### config.mk
export PLATFORM = sky130hd
export DESIGN_NAME = rnsc_top
export DESIGN_NICKNAME = d
export VERILOG_FILES = /design/src/rtl/rnsc_pkg.sv /design/src/rtl/rnsc_top.sv
export VERILOG_INCLUDE_DIRS = /design/src /design/src/rtl
export SDC_FILE = /design/constraint.sdc
export NUM_CORES = 1
export LEC_CHECK = 0
export BUFFER_PORTS_ARGS = -buffer_cell sky130_fd_sc_hd__buf_2
export CORE_MARGIN = 1
export CORE_UTILIZATION = 45
export CTS_CLUSTER_SIZE = 10
export DETAILED_ROUTE_END_ITERATION = 10
export PLACE_DENSITY = 0.65
export RECOVER_POWER = 50
export SYNTH_ARGS = -nofsm -noshare
export SYNTH_HDL_FRONTEND = slang
export SYNTH_SLANG_ARGS = --single-unit
### constraint.sdc
create_clock -name SYS_CLK -period 1.8 [get_ports SYS_CLK]
set_input_delay 0.09 -clock SYS_CLK [delete_from_list [all_inputs] [get_ports SYS_CLK]]
set_output_delay 0.09 -clock SYS_CLK [all_outputs]
set_load 0.01 [all_outputs]
### src/rtl/rnsc_regs.svh
// timing constants and start-up codes for the reset and start-up config block
`ifndef RNSC_REGS_SVH
`define RNSC_REGS_SVH
// least recognised reset pulse: 100 ns plus 2 cpu clocks
`define RNSC_RST_MIN_NS      100
`define RNSC_CLK_PERIOD_NS   8
`define RNSC_RST_EXTRA_CLKS  2
`define RNSC_RST_MIN_CYCLES  ((`RNSC_RST_MIN_NS + `RNSC_CLK_PERIOD_NS - 1) / \
                              `RNSC_CLK_PERIOD_NS + `RNSC_RST_EXTRA_CLKS)
// code latched when the debug-reset input is low at reset end
`define RNSC_CFG_DEFAULT     4'hf
`endif

### src/rtl/rnsc_pkg.sv
// types of the reset and start-up config block
package rnsc_pkg;
    typedef enum logic [4:0] {
        RNSC_MODE_INTERNAL = 5'h01,
        RNSC_MODE_SER_BOOT = 5'h02,
        RNSC_MODE_CAN_BOOT = 5'h04,
        RNSC_MODE_ADAPT    = 5'h08,
        RNSC_MODE_TEST     = 5'h10
    } rnsc_mode_t;

    // pin order: cfg5_hi, cfg4_hi, cfg5_p9, cfg4_p9
    typedef struct packed {
        logic cfg5_hi;
        logic cfg4_hi;
        logic cfg5_p9;
        logic cfg4_p9;
    } rnsc_cfg_t;

    typedef enum logic [2:0] {
        RNSC_ST_RUN   = 3'h1,
        RNSC_ST_RESET = 3'h2,
        RNSC_ST_PDOWN = 3'h4
    } rnsc_state_t;
endpackage

### src/rtl/rnsc_top.sv
// reset entry, nmi trap request and start-up configuration latch
`timescale 1ns/100ps
`include "rnsc_regs.svh"
module rnsc_top #(
    parameter int unsigned RST_MIN_CYCLES = `RNSC_RST_MIN_CYCLES
) (
    input  wire logic               SYS_CLK,
    input  wire logic               RST,
    input  wire logic               RESET_IN_PIN_N,
    input  wire logic               NMI_PIN_N,
    input  wire logic               DEBUG_RESET_PIN,
    input  wire rnsc_pkg::rnsc_cfg_t CFG_PINS,
    input  wire logic               POWER_DOWN_INSTR,
    output logic                    CORE_RESET,
    output logic                    NMI_TRAP,
    output logic                    POWER_DOWN,
    output logic                    CFG_PULLUP_EN,
    output logic                    ON_CHIP_DEBUG_EN,
    output logic                    JTAG_EN,
    output rnsc_pkg::rnsc_cfg_t      CFG_LATCHED,
    output rnsc_pkg::rnsc_mode_t     START_MODE,
    output logic                    PINS_TRISTATE
);
    localparam int CW = $clog2(RST_MIN_CYCLES + 1);

    logic [2:0]           rst_sync_reg;
    logic [2:0]           nmi_sync_reg;
    logic [2:0]           dbg_sync_reg;
    logic                 rst_low_reg;
    logic                 nmi_lvl_reg;
    logic                 dbg_lvl_reg;
    logic [CW-1:0]        low_cnt_reg;
    rnsc_pkg::rnsc_state_t state_reg;
    rnsc_pkg::rnsc_cfg_t  cfg_s1_reg;
    rnsc_pkg::rnsc_cfg_t  cfg_s2_reg;
    rnsc_pkg::rnsc_cfg_t  cfg_s3_reg;
    rnsc_pkg::rnsc_cfg_t  cfg_lvl_reg;

    function automatic rnsc_pkg::rnsc_mode_t rnsc_decode(input rnsc_pkg::rnsc_cfg_t c);
        if (c.cfg5_p9 && c.cfg4_p9)
            return rnsc_pkg::RNSC_MODE_INTERNAL;
        else if (!c.cfg5_p9 && c.cfg4_p9)
            return rnsc_pkg::RNSC_MODE_SER_BOOT;
        else if (c.cfg4_hi && c.cfg5_p9)
            return rnsc_pkg::RNSC_MODE_CAN_BOOT;
        else if (c.cfg5_hi && c.cfg4_hi)
            return rnsc_pkg::RNSC_MODE_ADAPT;
        else
            return rnsc_pkg::RNSC_MODE_TEST;
    endfunction

    ////////////////////////////////////////////////////////////////////////
    // pin synchronisers: a level counts once stages two and three agree
    always_ff @(posedge SYS_CLK) begin
        if (RST) begin
            rst_sync_reg <= 3'h7;
            rst_low_reg  <= 1'b0;
        end else begin
            rst_sync_reg <= {rst_sync_reg[1:0], RESET_IN_PIN_N};
            if (rst_sync_reg[1] == rst_sync_reg[2])
                rst_low_reg <= ~rst_sync_reg[2];
        end
    end

    // idle level is high, so no false falling edge follows reset
    always_ff @(posedge SYS_CLK) begin
        if (RST) begin
            nmi_sync_reg <= 3'h7;
            nmi_lvl_reg  <= 1'b1;
        end else begin
            nmi_sync_reg <= {nmi_sync_reg[1:0], NMI_PIN_N};
            if (nmi_sync_reg[1] == nmi_sync_reg[2])
                nmi_lvl_reg <= nmi_sync_reg[2];
        end
    end

    always_ff @(posedge SYS_CLK) begin
        if (RST) begin
            dbg_sync_reg <= 3'h0;
            dbg_lvl_reg  <= 1'b0;
        end else begin
            dbg_sync_reg <= {dbg_sync_reg[1:0], DEBUG_RESET_PIN};
            if (dbg_sync_reg[1] == dbg_sync_reg[2])
                dbg_lvl_reg <= dbg_sync_reg[2];
        end
    end

    // config pins: same three stages; the word is taken only once it is steady,
    // so a pin still moving at release keeps the previous settled value
    always_ff @(posedge SYS_CLK) begin
        if (RST) begin
            cfg_s1_reg  <= `RNSC_CFG_DEFAULT;
            cfg_s2_reg  <= `RNSC_CFG_DEFAULT;
            cfg_s3_reg  <= `RNSC_CFG_DEFAULT;
            cfg_lvl_reg <= `RNSC_CFG_DEFAULT;
        end else begin
            cfg_s1_reg <= CFG_PINS;
            cfg_s2_reg <= cfg_s1_reg;
            cfg_s3_reg <= cfg_s2_reg;
            if (cfg_s2_reg == cfg_s3_reg)
                cfg_lvl_reg <= cfg_s3_reg;
        end
    end

    ////////////////////////////////////////////////////////////////////////
    // minimum low time
    // shorter pulses are treated as glitches and never reach the core
    always_ff @(posedge SYS_CLK) begin
        if (RST)
            low_cnt_reg <= '0;
        else if (!rst_low_reg)
            low_cnt_reg <= '0;
        else if (low_cnt_reg != CW'(RST_MIN_CYCLES))
            low_cnt_reg <= low_cnt_reg + CW'(1);
    end

    ////////////////////////////////////////////////////////////////////////
    always_ff @(posedge SYS_CLK) begin
        if (RST) begin
            state_reg <= rnsc_pkg::RNSC_ST_RESET;
        end else begin
            unique case (state_reg)
                rnsc_pkg::RNSC_ST_RUN: begin
                    if (low_cnt_reg == CW'(RST_MIN_CYCLES))
                        state_reg <= rnsc_pkg::RNSC_ST_RESET;
                    else if (POWER_DOWN_INSTR && !nmi_lvl_reg)
                        state_reg <= rnsc_pkg::RNSC_ST_PDOWN;
                end
                rnsc_pkg::RNSC_ST_RESET: begin
                    if (!rst_low_reg)
                        state_reg <= rnsc_pkg::RNSC_ST_RUN;
                end
                rnsc_pkg::RNSC_ST_PDOWN: begin
                    // only a reset wakes power-down here
                    if (low_cnt_reg == CW'(RST_MIN_CYCLES))
                        state_reg <= rnsc_pkg::RNSC_ST_RESET;
                end
            endcase
        end
    end

    ////////////////////////////////////////////////////////////////////////
    // latch on reset release
    always_ff @(posedge SYS_CLK) begin
        if (RST) begin
            CFG_LATCHED <= `RNSC_CFG_DEFAULT;
            START_MODE  <= rnsc_pkg::RNSC_MODE_INTERNAL;
        end else if (state_reg == rnsc_pkg::RNSC_ST_RESET && !rst_low_reg) begin
            if (dbg_lvl_reg) begin
                CFG_LATCHED <= cfg_lvl_reg;
                START_MODE  <= rnsc_decode(cfg_lvl_reg);
            end else begin
                CFG_LATCHED <= `RNSC_CFG_DEFAULT;
                START_MODE  <= rnsc_pkg::RNSC_MODE_INTERNAL;
            end
        end
        // otherwise held until the next reset release
    end

    ////////////////////////////////////////////////////////////////////////
    always_ff @(posedge SYS_CLK) begin
        if (RST) begin
            NMI_TRAP <= 1'b0;
        end else begin
            // nmi falling edge
            // fires as the filtered level falls, so a one-sample glitch is ignored
            NMI_TRAP <= (nmi_lvl_reg && !nmi_sync_reg[1] && !nmi_sync_reg[2])
                        && state_reg == rnsc_pkg::RNSC_ST_RUN;
        end
    end

    ////////////////////////////////////////////////////////////////////////
    // state flags are registered so the core never sees a decode glitch
    always_ff @(posedge SYS_CLK) begin
        if (RST) begin
            CORE_RESET <= 1'b1;
            POWER_DOWN <= 1'b0;
        end else begin
            CORE_RESET <= state_reg == rnsc_pkg::RNSC_ST_RESET;
            POWER_DOWN <= state_reg == rnsc_pkg::RNSC_ST_PDOWN;
        end
    end

    always_ff @(posedge SYS_CLK) begin
        if (RST)
            CFG_PULLUP_EN <= 1'b0;
        else
            CFG_PULLUP_EN <= state_reg == rnsc_pkg::RNSC_ST_RESET && dbg_lvl_reg;
    end

    // jtag enable, no reset
    // the debug level never feeds the reset path, so raising it resets nothing
    always_ff @(posedge SYS_CLK) begin
        if (RST) begin
            ON_CHIP_DEBUG_EN <= 1'b0;
            JTAG_EN          <= 1'b0;
        end else begin
            ON_CHIP_DEBUG_EN <= dbg_lvl_reg;
            JTAG_EN          <= dbg_lvl_reg;
        end
    end

    // adapt mode floats the pins only once the core runs
    always_ff @(posedge SYS_CLK) begin
        if (RST)
            PINS_TRISTATE <= 1'b0;
        else
            PINS_TRISTATE <= START_MODE == rnsc_pkg::RNSC_MODE_ADAPT
                             && state_reg == rnsc_pkg::RNSC_ST_RUN;
    end
endmodule

==> flow_metrics.py <==
metrics = {
    "timing": {
        "tightest_slew_ns": 1.04,
        "finClkSkew_ns": 0.00644,
        "slew_headroom": 0.309,
        "hold_violations": 0,
        "rsz0062_at_grt": "false",
        "period_share": 0.899,
        "hold_ws_ns": 0.125,
        "setup_viol": 0,
        "tns_ns": 0,
        "post-route-min-period_ns": 1.62,
        "fmax_mhz": 618,
        "final_max_slew_viol_count": 0,
    },
    "setup_path": {
        "crit_slowest_cell": "or4b_1",
        "cp-start-kind": "flip-flop",
        "timing.rr.end": "CFG_LATCHED[2]",
        "path_buf_inv": 0,
        "rr_startpoint": "state_reg[1]",
        "crit_start": "state_reg[1]",
        "rrSetupSlack_ns": 0.18,
        "crit_path_end_kind": "flip-flop",
        "path_class": "reg2reg",
        "arrival_ns": 1.78,
        "rr_worst_depth": 3,
        "required_ns": 1.96,
        "critical_path.top_delay_family": "simple AND/OR/NAND/NOR gates",
        "crit_path_cell_trace": "or4b_1 -> nor3b_1 -> o21ai_0",
        "cp_max_fo": 14,
        "cpPeakStageDelay_ns": 0.69,
    },
    "run_status": {
        "status": "finished clean",
    },
    "placed_design": {
        "io_buffers": 25,
        "place_congestion": 0.892,
        "hpwl_um": 2040,
    },
    "detailed_routing": {
        "postRouteAntennaNets": 0,
        "wl_per_cell_um": 11.4,
        "drt_iter0_drc": 44,
        "vias": 1253,
        "drtPass1Iterations": 4,
        "wl_um": 2890,
        "drc": 0,
        "viasPerCell": 4.95,
    },
    "logic_synthesis": {
        "synth_top_family_by_area": "simple AND/OR/NAND/NOR gates",
        "synth_fa_ha_area_frac": 0.00719,
        "syn_area_per_cell_um2": 10.1,
        "synth_xor_area_frac": 0.0252,
        "synth_cells": 173,
        "synth_warnings": 0,
        "yosys-mux-area-fraction": 0.0288,
        "synth_nets": 184,
        "ys_seq_area_frac": 0.575,
        "synthesis.area_mm2": 0.00174,
        "yosys.area_share.simple": 0.270,
        "yosysUniqueCellTypes": 33,
        "synth-compound-area-share": 0.0690,
        "ys_ff_latch": 50,
    },
    "global_route": {
        "gr-usage-met1": 0.180,
        "use_met3": 0.0429,
        "grt_pass1_wl_um": 4970,
        "top_usage_layer": "met2",
        "grt_pass1_vias": 1190,
        "antenna_found_initial": 0,
        "grt_max_degree": 30,
        "grt_usage": 0.156,
        "grt_remaining_overflow": 0,
        "globalRouteMet2Util": 0.263,
    },
    "cts": {
        "clk_pin_slew_ns": 0.08,
        "cts_sinks": 50,
        "cts_buffer_depth": 2,
        "cts_tree": "yes",
        "cts_buffers": 5,
        "h-tree-depth": 2,
        "post_cts_buffers": 0,
        "cts-root-buf": "clkbuf_8",
        "clock_latency_ns": 0.29,
    },
    "hold_path": {
        "hp-start": "POWER_DOWN_INSTR",
        "min_to": "state_reg[0]",
        "hp-class": "in2reg",
        "min_delay_path_depth": 4,
    },
    "floorplanning": {
        "ioPinCount": 26,
        "core_mm2": 0.00369,
        "start_util": 0.472,
        "dieArea_mm2": 0.00412,
        "die_y_um": 64.2,
        "die_w_um": 64.2,
        "num_rows": 22,
    },
    "power_and_ir_drop": {
        "power_density_mw_per_mm2": 977,
        "ir_worst_vdd_uv": 521,
        "p_leak_nw": 0.783,
    },
    "run": {
        "max_cap_viol_count": 0,
    },
    "final_layout": {
        "final_util": 0.551,
        "diodes": 0,
        "area_delta_synth_final_pct": 16.8,
        "fillers": 329,
        "layout_commonest_cell": "dfxtp_1",
        "largest_register": "START_MODE",
        "final_layout_size_suffix_gt1_frac": 0.210,
        "largest_reg_flops": 5,
        "layout_common_cells": "dfxtp_1 (50), or2_2 (19), nor2_1 (18), buf_2 (16), nand2_1 (14)",
        "nets": 217,
    },
}
## layout make-up
type	instances	area, um2	area share
clock buffers	6	82.6	0.0406
repair buffers	33	188	0.0924
well taps	48	60.1	0.0296
inverters	1	3.75	0.00185
flip-flops and latches	50	1000	0.493
multi-input cells	115	697	0.343
## worst max-delay path by stage
stage,endpoint,slack (ns),depth (start not counted)
global placement,START_MODE[0],0.29,2
finish,CFG_LATCHED[2],0.18,3
global route,CFG_LATCHED[3],0.04,3
detailed placement,CFG_LATCHED[2],0.19,3
floorplan,START_MODE[0],0.44,3
CTS,CFG_LATCHED[2],0.18,3
## per-stage QoR
stage | cell area, um2 | setup WS [ns] | power, W | std cells
after floorplan | 1740 | 0.443 | 0.00135 | 173
after global placement | 1890 | 0.285 | 0.00138 | 240
after detailed placement | 1890 | 0.189 | 0.00139 | 240
after CTS | 2040 | 0.179 | 0.00200 | 252
after global routing | 2030 | 0.0354 | 0.00209 | 253
final | 2030 | 0.182 | 0.00198 | 253
## worst reg2reg max path: stages (launching register included)
cell	delay, ns
dfxtp_1	0.42
or4b_1	0.69
nor3b_1	0.27
o21ai_0	0.11
## cells in the mapped netlist (all sizes together)
cell	instances	area, um2
a211o	1	8.76
a21oi	10	50.1
a31oi	1	6.26
and2	1	6.26
and2b	1	7.51
and3	1	6.26
buf	3	23.8
clkbuf	4	15.0
dfxtp	50	1000
ha	1	12.5
inv	1	3.75
mux2i	5	50.1
nand2	14	52.6
nand2b	1	6.26
nand3	5	25.0
nand4	2	12.5
nor2	18	67.6
nor2b	8	50.1
nor3	2	10.0
nor3b	5	37.5
nor4	2	27.5
nor4b	3	32.5
o211a	1	10.0
o211ai	2	15.0
o21ai	6	30.0
or2	19	119
or4b	1	10.0
xnor2	1	8.76
xor2	4	35.0
## what timing repair did
action	4_1_cts	5_1_grt
gates resized for setup	0	0
setup endpoints to repair	0	0
hold buffers	6	1
hold endpoints to repair	6	1
## metal layers
layer / wire (um) / share of wire / vias up
met5: 0 / 0 / -
met4: 54 / 0.019 / 0
met3: 117 / 0.040 / 7
met2: 1350 / 0.47 / 29
met1: 1370 / 0.47 / 577
li1: - / - / 640
## where the power goes
group          internal, W  switching (W)  leakage (nW)
sequential         0.00115      0.0000345         0.409
combinational    0.0000873      0.0000939         0.330
clock             0.000297       0.000320        0.0431
total              0.00154       0.000448         0.783
## logic make-up (layout without fill, tap and decap cells)
| kind of cell | count (synthesis) | count (layout) |
|---|---|---|
| DFF | 50 | 50 |
| muxes | 5 | 5 |
| AOI/OAI and AO/OA | 21 | 21 |
| buffers and inverters | 8 | 40 |
| adders and majority gates | 1 | 1 |
| and+or+nand+nor | 83 | 83 |
| xor gates and xnor gates | 5 | 5 |
Note: power is estimated with default switching activity, not from simulation.
